[src/dcbr_pkg.sv]
// package: offsets, field layouts and carriers of the code broadcast register bank
`default_nettype none
package dcbr_pkg;
  // register offsets on the serial register interface
  localparam logic [7:0] OFS_CH5_ACT_HI   = 8'h31;
  localparam logic [7:0] OFS_BC_ACT_LO    = 8'h32;
  localparam logic [7:0] OFS_BC_ACT_HI    = 8'h33;
  localparam logic [7:0] OFS_BC_CHOICE    = 8'h34;
  localparam logic [7:0] OFS_BC_STG_LO    = 8'h35;
  localparam logic [7:0] OFS_BC_STG_HI    = 8'h36;
  localparam logic [7:0] OFS_SOFT_XFER    = 8'h37;

  // field layout
  localparam int         NUM_CHAN         = 6;
  localparam int         CODE_W           = 14;
  localparam int         LO_POS           = 2;   // low code bits sit in [7:2]
  localparam int         CHAN5            = 5;

  // values after reset
  localparam logic [7:0] RST_BYTE         = 8'h00;
  localparam logic [5:0] RST_LO6          = 6'h00;
  localparam logic [5:0] RST_CHANS        = 6'h00;
  localparam logic [7:0] RD_ZERO          = 8'h00;

  // one-cycle copy order towards the per-channel code registers
  typedef struct packed {
    logic [5:0]  chans;   // channels to load, bit n is channel n
    logic [13:0] code;    // 14-bit code to load
  } dcbr_copy_t;

  // register access from the serial interface engine
  typedef struct packed {
    logic       wr;
    logic       rd;
    logic [7:0] addr;
    logic [7:0] wdata;
  } dcbr_req_t;
endpackage : dcbr_pkg
`default_nettype wire

[src/dcbr_regs.sv]
// module: channel 5 active code high byte and broadcast (page mask) register bank
//
// How it works
// - channel 5 active code bits 13..6 are a read/write byte at 0x31
// - broadcast active code: bits 5..0 in 0x32[7:2], bits 13..6 at 0x33
// - after broadcast active write, copy code into every selected channel only
// - channel choice byte 0x34: bit n selects channel n, bits 7..6 read zero
// - staged broadcast loads staged codes, active broadcast loads active codes
// - staged broadcast low bits in 0x35[7:2], copied to selected staged registers
// - reset clears every register, so no channel is selected
// - staged broadcast code bits 13..6 are a read/write byte at 0x36
// - write-only 0x37: bit n transfers staged code to active, self clearing
`default_nettype none
module dcbr_regs (
  input  wire logic               clk,
  input  wire logic               nrst,
  input  wire dcbr_pkg::dcbr_req_t req,             // register access, same clock
  input  wire logic [7:0]         chan5_staged_hi,  // channel 5 staged code bits 13..6
  output logic [7:0]              rdata,            // read data, one cycle after rd
  output logic                    rd_hit,           // read addressed this bank
  output logic [7:0]              chan5_active_hi,  // channel 5 active code bits 13..6
  output dcbr_pkg::dcbr_copy_t    active_copy,      // one-cycle active code load order
  output dcbr_pkg::dcbr_copy_t    staged_copy,      // one-cycle staged code load order
  output logic [5:0]              soft_transfer_strobe // one-cycle transfer per channel
);

  logic [7:0] ch5_hi_ff;
  logic [5:0] bc_act_lo_ff;
  logic [7:0] bc_act_hi_ff;
  logic [5:0] choice_ff;
  logic [5:0] bc_stg_lo_ff;
  logic [7:0] bc_stg_hi_ff;
  logic [5:0] xfer_ff;
  logic [5:0] act_chans_ff;
  logic [5:0] stg_chans_ff;
  logic [7:0] rdata_ff;
  logic       rd_hit_ff;

  logic       wr_ch5;
  logic       wr_act_lo;
  logic       wr_act_hi;
  logic       wr_choice;
  logic       wr_stg_lo;
  logic       wr_stg_hi;
  logic       wr_xfer;
  logic       act_bcast;
  logic       stg_bcast;
  logic [7:0] nxt_act_hi;
  logic [7:0] nxt_rdata;
  logic       nxt_rd_hit;

  // write strobe for one offset
  function automatic logic hit_wr(input dcbr_pkg::dcbr_req_t r, input logic [7:0] ofs);
    hit_wr = r.wr && (r.addr == ofs);
  endfunction : hit_wr

  // address decode of the write strobes
  assign wr_ch5    = hit_wr(req, dcbr_pkg::OFS_CH5_ACT_HI);
  assign wr_act_lo = hit_wr(req, dcbr_pkg::OFS_BC_ACT_LO);
  assign wr_act_hi = hit_wr(req, dcbr_pkg::OFS_BC_ACT_HI);
  assign wr_choice = hit_wr(req, dcbr_pkg::OFS_BC_CHOICE);
  assign wr_stg_lo = hit_wr(req, dcbr_pkg::OFS_BC_STG_LO);
  assign wr_stg_hi = hit_wr(req, dcbr_pkg::OFS_BC_STG_HI);
  assign wr_xfer   = hit_wr(req, dcbr_pkg::OFS_SOFT_XFER);
  assign act_bcast = wr_act_lo | wr_act_hi;
  assign stg_bcast = wr_stg_lo | wr_stg_hi;
  // high byte as it stands after this write, so a high-byte write copies its new value
  assign nxt_act_hi = wr_act_hi ? req.wdata : bc_act_hi_ff;

  // channel 5 byte
  // direct write, broadcast copy and soft transfer are distinct offsets, never together
  always_ff @(posedge clk or negedge nrst) begin
    if (!nrst) begin
      ch5_hi_ff <= dcbr_pkg::RST_BYTE;
    end else if (wr_ch5) begin
      ch5_hi_ff <= req.wdata;
    end else if (act_bcast && choice_ff[dcbr_pkg::CHAN5]) begin
      ch5_hi_ff <= nxt_act_hi;
    end else if (wr_xfer && req.wdata[dcbr_pkg::CHAN5]) begin
      ch5_hi_ff <= chan5_staged_hi;
    end
  end

  always_ff @(posedge clk or negedge nrst) begin
    if (!nrst) begin
      bc_act_lo_ff <= dcbr_pkg::RST_LO6;
      bc_act_hi_ff <= dcbr_pkg::RST_BYTE;
    end else begin
      if (wr_act_lo) begin
        bc_act_lo_ff <= req.wdata[7:dcbr_pkg::LO_POS];
      end
      if (wr_act_hi) begin
        bc_act_hi_ff <= req.wdata;
      end
    end
  end

  always_ff @(posedge clk or negedge nrst) begin
    if (!nrst) begin
      choice_ff <= dcbr_pkg::RST_CHANS;
    end else if (wr_choice) begin
      choice_ff <= req.wdata[5:0];
    end
  end

  always_ff @(posedge clk or negedge nrst) begin
    if (!nrst) begin
      bc_stg_lo_ff <= dcbr_pkg::RST_LO6;
      bc_stg_hi_ff <= dcbr_pkg::RST_BYTE;
    end else begin
      if (wr_stg_lo) begin
        bc_stg_lo_ff <= req.wdata[7:dcbr_pkg::LO_POS];
      end
      if (wr_stg_hi) begin
        bc_stg_hi_ff <= req.wdata;
      end
    end
  end

  // transfer bits clear by themselves the cycle after
  always_ff @(posedge clk or negedge nrst) begin
    if (!nrst) begin
      act_chans_ff <= dcbr_pkg::RST_CHANS;
      stg_chans_ff <= dcbr_pkg::RST_CHANS;
      xfer_ff      <= dcbr_pkg::RST_CHANS;
    end else begin
      act_chans_ff <= act_bcast ? choice_ff : dcbr_pkg::RST_CHANS;
      stg_chans_ff <= stg_bcast ? choice_ff : dcbr_pkg::RST_CHANS;
      xfer_ff      <= wr_xfer ? req.wdata[5:0] : dcbr_pkg::RST_CHANS;
    end
  end

  // read mux; reserved bits and the write-only byte read zero
  always_comb begin
    nxt_rd_hit = req.rd;
    nxt_rdata  = dcbr_pkg::RD_ZERO;
    case (req.addr)
      dcbr_pkg::OFS_CH5_ACT_HI: nxt_rdata = ch5_hi_ff;
      dcbr_pkg::OFS_BC_ACT_LO:  nxt_rdata = {bc_act_lo_ff, 2'h0};
      dcbr_pkg::OFS_BC_ACT_HI:  nxt_rdata = bc_act_hi_ff;
      dcbr_pkg::OFS_BC_CHOICE:  nxt_rdata = {2'h0, choice_ff};
      dcbr_pkg::OFS_BC_STG_LO:  nxt_rdata = {bc_stg_lo_ff, 2'h0};
      dcbr_pkg::OFS_BC_STG_HI:  nxt_rdata = bc_stg_hi_ff;
      dcbr_pkg::OFS_SOFT_XFER:  nxt_rdata = dcbr_pkg::RD_ZERO;
      default: begin
        nxt_rdata  = dcbr_pkg::RD_ZERO;
        nxt_rd_hit = 1'b0;
      end
    endcase
    if (!req.rd) begin
      nxt_rdata = dcbr_pkg::RD_ZERO;
    end
  end

  // registered read answer
  always_ff @(posedge clk or negedge nrst) begin
    if (!nrst) begin
      rdata_ff  <= dcbr_pkg::RD_ZERO;
      rd_hit_ff <= 1'b0;
    end else begin
      rdata_ff  <= nxt_rdata;
      rd_hit_ff <= nxt_rd_hit;
    end
  end

  // outputs taken straight from flip-flops
  assign rdata                = rdata_ff;
  assign rd_hit               = rd_hit_ff;
  assign chan5_active_hi      = ch5_hi_ff;
  // whole carrier in one assignment, so each output keeps a single driver
  assign active_copy          = '{chans: act_chans_ff, code: {bc_act_hi_ff, bc_act_lo_ff}};
  assign staged_copy          = '{chans: stg_chans_ff, code: {bc_stg_hi_ff, bc_stg_lo_ff}};
  assign soft_transfer_strobe = xfer_ff;
endmodule : dcbr_regs
`default_nettype wire

[config.mk]
export PLATFORM = sky130hd
export DESIGN_NAME = dcbr_regs
export DESIGN_NICKNAME = d
export VERILOG_FILES = /design/src/dcbr_pkg.sv /design/src/dcbr_regs.sv
export SDC_FILE = /design/constraint.sdc
export NUM_CORES = 1
export LEC_CHECK = 0
export BUFFER_PORTS_ARGS = -buffer_cell sky130_fd_sc_hd__buf_2
export CAP_MARGIN = 20
export CORE_MARGIN = 3
export CORE_UTILIZATION = 45
export CTS_CLUSTER_SIZE = 10
export DETAILED_ROUTE_END_ITERATION = 12
export GPL_TIMING_DRIVEN = 0
export HOLD_SLACK_MARGIN = 0.03
export PLACE_DENSITY = 0.68
export SYNTH_ARGS = -nofsm -noshare
export SYNTH_HDL_FRONTEND = slang
export SYNTH_SLANG_ARGS = --single-unit
[constraint.sdc]
create_clock -name clk -period 3.3 [get_ports clk]
set_input_delay 0.165 -clock clk [delete_from_list [all_inputs] [get_ports clk]]
set_output_delay 0.165 -clock clk [all_outputs]
set_load 0.01 [all_outputs]
==> results of run 1 <==
-- sequential cells by signal (all words and copies together) (netlist names), 8 cells and up --
name	flops
chan5_active_hi	8
rdata	8
bc_stg_hi_ff	8
bc_act_hi_ff	8
-- kinds of logic (layout without fill, tap and decap cells) --
family                    count (synthesis)  after routing
AOI/OAI and AO/OA                        43             43
xor gates and xnor gates                  1              1
buffers and inverters                    15            122
DFF                                      69             69
muxes                                    46             46
and+or+nand+nor                          61             61
-- power by group through the flow --
stage | clock network, W | logic [W] | registers (W)
6_report | 0.000709 | 0.000187 | 0.000910
5_1_grt | 0.000751 | 0.000204 | 0.000914
4_1_cts | 0.000727 | 0.000189 | 0.000909
3_5_place_dp | 0 | 0.000188 | 0.000925
3_3_place_gp | 0 | 0.000183 | 0.000925
2_1_floorplan | 0 | 0.0000842 | 0.000932
-- worst min-delay path by stage --
stage | from | endpoint | depth (start not counted)
2_1_floorplan | nrst | act_chans_ff[0]$_DFF_PN0_ | 0
3_3_place_gp | req[6] | bc_stg_lo_ff[4]$_DFFE_PN0N_ | 2
3_5_place_dp | nrst | bc_act_lo_ff[3]$_DFFE_PN0P_ | 1
4_1_cts | req[6] | bc_stg_lo_ff[4]$_DFFE_PN0N_ | 2
5_1_grt | req[6] | bc_stg_lo_ff[4]$_DFFE_PN0N_ | 2
6_report | req[6] | bc_stg_lo_ff[4]$_DFFE_PN0N_ | 2
-- per-layer routing --
metal	vias up	global-route usage, %	share of wire, %
li1	1081	-	-
met4	0	9.18	2.0
met1	1158	26.0	45
met5	-	0	0
met3	16	3.92	5.7
met2	82	33.0	47
-- area by class of cell --
cell class	count	area, um2
Sequential cell	69	1730
Timing Repair Buffer	91	463
Inverter	1	3.75
Multi-Input combinational cell	151	1350
Tap cell	93	116
Clock buffer	11	151
Clock inverter	5	57.6
Fill cell	554	2610
Buffer	14	91.3
-- stage by stage --
| stage | setup WS, ns | utilization [%] |
|---|---|---|
| floorplan | 1.83 | - |
| global route | 1.60 | 60.3 |
| global placement | 1.40 | 56.9 |
| CTS | 1.75 | 60.3 |
| finish | 1.73 | 60.3 |
| detailed placement | 1.38 | 56.9 |
-- cells in the mapped netlist, types with 2 or more instances --
master,n,area share (%)
nor2_1,4,0.47
nand3_1,2,0.32
nor3b_1,2,0.47
o21ai_1,8,1.3
mux2_1,4,1.4
a222oi_1,4,1.3
a22oi_1,4,0.95
a211oi_1,2,0.47
buf_4,5,1.2
nor2b_1,6,1.2
buf_6,2,0.71
a2bb2oi_2,8,3.8
nor3_1,3,0.47
mux2_2,30,11
a32o_1,8,2.5
clkbuf_1,2,0.24
a221oi_1,2,0.55
dfrtp_1,69,54
o22ai_1,5,0.99
mux2i_1,6,1.9
nand2_1,11,1.3
and2_1,16,3.2
and3_1,6,1.2
mux2_4,6,2.8
buf_2,4,0.63
==> flow_summary_export.csv, run 1 <==
group,metric,value,unit
placement,portBuffers,90,
power,swShare,24.8,%
timing,fin_crit,1.57,ns
routing,ant_nets,0,
global_route,antenna_found_initial,0,
routing,avgRoutedWirePerCell,18.0,um
logic_synthesis,ys.warnings.count,0,
finish,nets,365,
cts,h-tree-depth,3,
logic_synthesis,avgSynthCellArea,13.5,um2
routing,vias_per_cell,5.37,
critical_path,required,3.53,ns
logic_synthesis,syn-cell-area,0.00317,mm2
critical_path,start_kind,"input pin",
cts,cts_tree,"done",
cts,cts_sinks,69,
critical_path,path_delay_family,"simple AND/OR/NAND/NOR gates",
power,p_int,0.00136,W
finish,stdcell_count,435,
global_route,grt_first_pass_wirelength,12700,um
timing,slew-limit-headroom,43.7,%
floorplan,ios,91,
critical_path,r2r-end,"chan5_active_hi[0]$_DFFE_PN0P_",
timing,post-route-period-util,47.6,%
finish,antennaDiodeCount,0,
logic_synthesis,yosysUniqueCellTypes,41,
routing,vias,2337,
critical_path,path_cells,"buf_2, nand4bb_4, nor3_1, and2_1, buf_4, mux2_2",
routing,drt_iter0_drc,76,
power,p_seq_share,50.4,%
cts,clock_latency,0.34,ns
cts,cts_made_buffers,9,
timing,hold_ws,0.108,ns
logic_synthesis,synthXorXnorAreaFrac,0.276,%
cts,cts_hold_buffers,1,
timing,fmax,636,MHz
floorplan,core,0.00657,mm2
run_status,outcome,"finished, final reports clean",
cts,cts_resized,0,
logic_synthesis,yosys-mux-area-fraction,16.8,%
timing,clock_skew,0.00994,ns
logic_synthesis,synth-adder-area-share,0,%
logic_synthesis,synth_top_family_by_area,"multiplexers",
critical_path,cp_max_fo,6,
floorplan,start_util,48.3,%
routing,post-route-drc-count,0,
finish,synthToLayoutAreaGrowth,24.9,%
cts,cts_root_buf,"clkbuf_8",
power,switching_power,0.000447,W
critical_path,critical-path-slowest-cell,"nor3_1",
power,p_leak,2.12,nW
finish,final_common_cell,"buf_2",
global_route,overflow,0,
floorplan,die_h,89.9,um
cts,path_clk_slew,0.08,ns
timing,drv_slew,0,
critical_path,cp-startpoint,"req[14]",
critical_path,path_class,"in2reg",
critical_path,critPathArrivalTime,1.80,ns
timing,fin_setup_tns,0,ns
placement,dp_hpwl,5660,um
power,pwr-share-comb,10.3,%
logic_synthesis,async_reset_ff_share,100,%
job,drv_cap,0,
cts,cts.path.max_buffers,2,
timing,hold_viol,0,
placement,placed_cells,418,
routing,firstDrtPassIters,4,
critical_path,crit_buf_inv,2,
critical_path,r2r_setup_slack,1.76,ns
placement,place_congestion,0.765,
floorplan,die-area,0.00809,mm2
critical_path,crit_path_end_kind,"register",
floorplan,num_rows,29,
logic_synthesis,synth-simple-area-share,12.9,%
critical_path,cp.depth,6,
logic_synthesis,ys_seq_elements,69,
finish,drive_gt1_share,49.1,%
min_path,hold_path.class,"in2reg",
critical_path,slowest_delay,0.55,ns
finish,fin_area,0.00396,mm2
logic_synthesis,syn-num-nets,263,
timing,worstMarginPinSlew,0.844,ns
placement,dpl-instance-area,0.00374,mm2
critical_path,rr_startpoint,"choice_ff[5]$_DFFE_PN0P_",
logic_synthesis,yosysSeqAreaShare,54.5,%
power,vdd_drop_max,0.000262,V
power,p_per_area,456,mW/mm2
global_route,grt_usage,20.1,%
routing,drt_wl_total,7850,um
power,pwr-share-clk,39.3,%
critical_path,r2r.worst_path.cells,4,
logic_synthesis,synthFlopType,"dfrtp_1",
logic_synthesis,synth-edff-count,0,
global_route,grt_pass1_vias,2473,
logic_synthesis,syn_inst,235,
finish,final_cell_mix,"buf_2, dfrtp_1, mux2_2",
timing,rsz0062_at_grt,"false",
critical_path,worstSetupEndpoint,"bc_stg_lo_ff[2]$_DFFE_PN0N_",
timing,finalSetupViolCount,0,
cts,post_cts_buffers,0,
power,total_power,0.00181,W
global_route,grt_max_degree,70,
logic_synthesis,synth_compound_area_share,12.5,%
floorplan,fp.dieW,89.9,um
Note: power is estimated with default switching activity, not from simulation.
==> run 2: changes to the inputs <==
- clock period: 3.3 -> 1.5 ns (I/O delays scaled with it)
==> run 2 against run 1 <==
Sequential share of layout area shrank 0.93 points. Largest cell class unchanged. Global-route usage up 0.20 points. Die area unchanged. Via count increased by 2.0%. Largest power group unchanged. Critical path type is now reg2reg. Clock power grew 120%. Final area increased by 2.2%. Core utilization rose by 1.3 points.
==> flow_summary_export.csv, run 2 (synthesized netlist as in run 1, its figures left out) <==
group,metric,value,unit
run_status,outcome,"finished, final reports clean",
routing,avgRoutedWirePerCell,18.1,um
placement,placed_cells,418,
finish,antennaDiodeCount,0,
job,drv_cap,0,
cts,cts_sinks,69,
floorplan,fp.dieW,89.9,um
routing,post-route-drc-count,0,
routing,ant_nets,0,
critical_path,crit_path_end_kind,"register",
critical_path,crit_buf_inv,0,
placement,place_ws,-0.327,ns
finish,nets,370,
cts,clock_latency,0.34,ns
floorplan,num_rows,29,
routing,vias_per_cell,5.42,
critical_path,path_cells,"nand2b_1, a32o_1, nand2_1, a2bb2oi_2",
timing,fin_crit,1.42,ns
floorplan,core,0.00657,mm2
min_path,min_to,"bc_act_hi_ff[1]$_DFF_PN0_",
floorplan,die-area,0.00809,mm2
cts,cts_tree,"done",
timing,slew-limit-headroom,43.7,%
placement,dp_hpwl,5660,um
critical_path,critical-path-slowest-cell,"dfrtp_1",
critical_path,r2r.worst_path.cells,4,
cts,cts.path.max_buffers,2,
placement,portBuffers,90,
timing,setup_slack,0.0762,ns
placement,place_congestion,0.765,
min_path,hold_path.class,"in2reg",
cts,cts_root_buf,"clkbuf_8",
finish,drive_gt1_share,49.0,%
cts,cts_made_buffers,9,
cts,h-tree-depth,3,
cts,path_clk_slew,0.07,ns
power,p_leak,2.14,nW
global_route,overflow,0,
finish,fin_area,0.00404,mm2
critical_path,r2r_setup_slack,0.08,ns
critical_path,path_class,"reg2reg",
routing,wl_met2,3910,um
global_route,grt_pass1_vias,2513,
routing,vias,2383,
timing,post-route-period-util,94.9,%
critical_path,cp_max_fo,8,
critical_path,r2r-end,"chan5_active_hi[0]$_DFFE_PN0P_",
timing,worstMarginPinSlew,0.845,ns
floorplan,ios,91,
finish,stdcell_count,440,
global_route,grt_first_pass_wirelength,12900,um
min_path,hp-start,"req[1]",
routing,drt_wl_total,7970,um
critical_path,required,1.72,ns
routing,wl_met3,554,um
power,vdd_drop_max,0.000572,V
power,total_power,0.00398,W
timing,clock_skew,0.00866,ns
power,p_per_area,984,mW/mm2
routing,firstDrtPassIters,4,
floorplan,die_h,89.9,um
routing,dr.max_layer_used,"met4",
critical_path,critPathArrivalTime,1.64,ns
finish,final_cell_mix,"buf_2, dfrtp_1, mux2_2",
critical_path,path_delay_family,"flip-flops",
timing,finalSetupViolCount,0,
routing,wl_met1,3360,um
global_route,grt_usage,20.3,%
timing,hold_viol,0,
routing,drt_iter0_drc,109,
timing,drv_slew,0,
finish,final_common_cell,"buf_2",
critical_path,rr_startpoint,"choice_ff[5]$_DFFE_PN0P_",
floorplan,start_util,48.3,%
critical_path,start_kind,"register",
timing,fmax,702,MHz
global_route,grt_max_degree,70,
critical_path,slowest_delay,0.45,ns
min_path,holdPathStages,2,
timing,hold_ws,0.0392,ns
global_route,antenna_found_initial,0,
placement,dpl-instance-area,0.00374,mm2
finish,synthToLayoutAreaGrowth,27.6,%
run 2: cell count changes in the layout (fill, tap and decap cells not counted):
cell	previous run	this run
clkbuf_1	2	0
nor3_2	0	1
nor3_1	3	2
dlygate4sd3_1	1	7
o211ai_2	1	0
buf_12	0	1
o211ai_4	0	1
run 2: worst max-delay path by stage:
stage                             start                             end  slack, ns  cells after the start
2_1_floorplan                   req[14]     bc_stg_lo_ff[1]$_DFFE_PN0N_       0.12                      5
3_3_place_gp                    req[14]     bc_stg_lo_ff[1]$_DFFE_PN0N_      -0.31                      6
3_5_place_dp                    req[14]     bc_stg_lo_ff[2]$_DFFE_PN0N_      -0.33                      6
4_1_cts        choice_ff[5]$_DFFE_PN0P_  chan5_active_hi[0]$_DFFE_PN0P_       0.03                      5
5_1_grt        choice_ff[5]$_DFFE_PN0P_  chan5_active_hi[0]$_DFFE_PN0P_      -0.03                      4
6_report       choice_ff[5]$_DFFE_PN0P_  chan5_active_hi[0]$_DFFE_PN0P_       0.08                      4
run 2: report_power, final:
group	internal [W]	switching, W	leakage [nW]
clock	0.000861	0.000689	0.110
combinational	0.000206	0.000221	1.08
sequential	0.00193	0.0000708	0.954
run 2: repair_timing:
action / in CTS / in global routing
gates resized for setup: 1 / 1
hold buffers: 7 / 0
setup endpoints to repair: 8 / 14
hold endpoints to repair: 81 / 0
pin swaps: 0 / 1
setup buffers: 0 / 1
cloned: 0 / 0
run 2: routing by layer:
layer  up-vias  track usage, %
met1      1186            26.1
met4         0            9.57
met3        15            4.01
li1       1089               -
met5         -               0
met2        93            33.3
run 2: per-stage QoR:
stage / utilization [%] / setup TNS (ns)
floorplan: - / 0
global placement: 56.9 / -3.73
detailed placement: 56.9 / -4.15
CTS: 61.3 / 0
global route: 61.6 / -0.0430
finish: 61.6 / 0
run 2: final cells by class:
cell class / count / area [um2]
fillers: 547 / 2520
flip-flops and latches: 69 / 1730
multi-input cells: 151 / 1360
repair buffers: 98 / 543
clock buffers: 11 / 151
well taps: 93 / 116
plain buffers: 12 / 83.8
clock inverters: 5 / 57.6
inverters: 1 / 3.75
==> run 3: changes to the inputs <==
- PLACE_DENSITY: 0.68 -> unset
- PLACE_DENSITY_LB_ADDON: unset -> 0.2
==> run 3 against run 2 <==
Final area down 0.56%. Worst hold slack better by 0.0061 ns. Core utilization down 0.34 points. Wire length up 2.2%. Largest cell class unchanged. First-iteration DRC count up 23%. Global-route usage up 0.49 points. Clock skew down 0.00076 ns. Final cell count up 0.23%. Maximum frequency about the same.
==> flow_summary_export.csv, run 3 (synthesized netlist as in run 1, its figures left out) <==
group,metric,value,unit
timing,drv_slew,0,
routing,vias_per_cell,5.38,
critical_path,slowest_delay,0.44,ns
finish,nets,371,
min_path,holdPathStages,2,
min_path,hold_path.class,"in2reg",
power,p_int,0.00278,W
power,vdd_drop_max,0.000528,V
timing,finalSetupViolCount,0,
global_route,grt_first_pass_wirelength,13000,um
critical_path,path_cells,"nand2b_1, a32o_1, nand2_1, a2bb2oi_2",
timing,hold_viol,0,
cts,cts_made_buffers,9,
floorplan,die_h,89.9,um
power,swShare,26.2,%
cts,cts_sinks,69,
floorplan,fp.dieW,89.9,um
finish,antennaDiodeCount,0,
power,pwr-share-clk,35.5,%
finish,drive_gt1_share,48.9,%
finish,stdcell_count,441,
cts,clock_latency,0.34,ns
job,drv_cap,0,
critical_path,required,1.73,ns
global_route,grt_usage,20.8,%
placement,place_congestion,0.797,
placement,portBuffers,90,
power,p_per_area,936,mW/mm2
global_route,grt_max_degree,70,
power,p_leak,2.13,nW
cts,cts_tree,"done",
critical_path,path_class,"reg2reg",
finish,final_cell_mix,"buf_2, dfrtp_1, mux2_2",
cts,cts.path.max_buffers,2,
cts,h-tree-depth,3,
floorplan,start_util,48.3,%
timing,fmax,702,MHz
power,pwr-share-comb,11.4,%
floorplan,core,0.00657,mm2
critical_path,critical-path-slowest-cell,"dfrtp_1",
timing,slew-limit-headroom,43.0,%
routing,ant_nets,0,
critical_path,crit_path_end_kind,"register",
placement,dp_hpwl,5670,um
finish,final_util,61.2,%
routing,vias,2371,
critical_path,start_kind,"register",
global_route,antenna_found_initial,0,
finish,synthToLayoutAreaGrowth,26.9,%
finish,final_common_cell,"buf_2",
timing,worstMarginPinSlew,0.856,ns
routing,firstDrtPassIters,5,
cts,path_clk_slew,0.08,ns
timing,hold_ws,0.0453,ns
timing,fin_crit,1.43,ns
cts,cts_root_buf,"clkbuf_8",
global_route,overflow,0,
power,switching_power,0.000986,W
timing,setup_slack,0.0750,ns
floorplan,ios,91,
timing,post-route-period-util,95.0,%
floorplan,num_rows,29,
routing,avgRoutedWirePerCell,18.5,um
placement,placed_cells,418,
timing,rsz0062_at_grt,"false",
routing,drt_iter0_drc,134,
routing,drt_wl_total,8150,um
critical_path,cp_max_fo,8,
run_status,outcome,"finished, final reports clean",
floorplan,die-area,0.00809,mm2
timing,clock_skew,0.00790,ns
routing,post-route-drc-count,0,
critical_path,critPathArrivalTime,1.65,ns
power,p_seq_share,53.1,%
global_route,grt_pass1_vias,2440,
critical_path,r2r.worst_path.cells,4,
placement,place_ws,-0.330,ns
run 3: changes by cell type in the layout (fill, tap and decap cells not counted), sizes merged:
cell / change
dlygate4sd3: +1
bufinv: -1
inv: -1
clkinv: +1
clkbuf: -1
clkinvlp: +2
run 3: final cells by class:
cell class	instances	area, um2
buffer	12	83.8
clock buffer	10	138
clock inverter	6	38.8
fill	557	2550
inverter	1	3.75
multi-input combinational	151	1360
sequential	69	1730
tap	93	116
timing repair buffer	99	553
run 3: final timing paths:
kind                                             start                        endpoint  slack [ns]
max in group asynchronous                         nrst       bc_act_hi_ff[1]$_DFF_PN0_        0.55
setup / recovery              choice_ff[5]$_DFFE_PN0P_  chan5_active_hi[3]$_DFFE_PN0P_        0.07
hold / removal                                  req[0]     bc_stg_hi_ff[0]$_DFFE_PN0P_        0.05
setup reg to reg              choice_ff[5]$_DFFE_PN0P_  chan5_active_hi[3]$_DFFE_PN0P_        0.07
hold reg to reg            bc_stg_lo_ff[3]$_DFFE_PN0N_     bc_stg_lo_ff[3]$_DFFE_PN0N_        0.51
min in group asynchronous                         nrst     bc_act_lo_ff[2]$_DFFE_PN0P_        0.39
run 3: metal layers:
layer	vias to the layer above	global-route usage (%)	wire (um)
met3	8	3.26	462
met1	1183	27.9	3610
li1	1097	-	-
met4	0	7.27	91
met5	-	0	0
met2	83	34.6	3980
run 3: through the flow:
stage / total power (W) / area (um2) / TNS (ns)
final: 0.00376 / 4020 / 0
after global routing: 0.00394 / 4020 / 0
after CTS: 0.00379 / 4000 / 0
after detailed placement: 0.00245 / 3740 / -5.07
after global placement: 0.00244 / 3740 / -4.55
after floorplan: 0.00224 / 3170 / 0
run 3: critical path, delay by kind of cell, from the launching register on:
family	cells	cell delay, ns
simple gates	2	0.45
flops	1	0.44
compound gates	2	0.42
run 3: power groups by stage:
stage | sequential [W] | combinational (W) | clock, W
after floorplan | 0.00205 | 0.000185 | 0
after global placement | 0.00203 | 0.000404 | 0
after detailed placement | 0.00203 | 0.000413 | 0
after CTS | 0.00200 | 0.000432 | 0.00136
after global routing | 0.00201 | 0.000470 | 0.00146
final | 0.00200 | 0.000428 | 0.00133
run 3: what timing repair did:
action                                  in CTS  in global routing
hold buffers                                 8                  0
buffers inserted                             0                  1
hold endpoints to repair                    82                  0
resized for setup                            1                  1
endpoints found under the setup margin       8                 14
pin swaps                                    0                  1
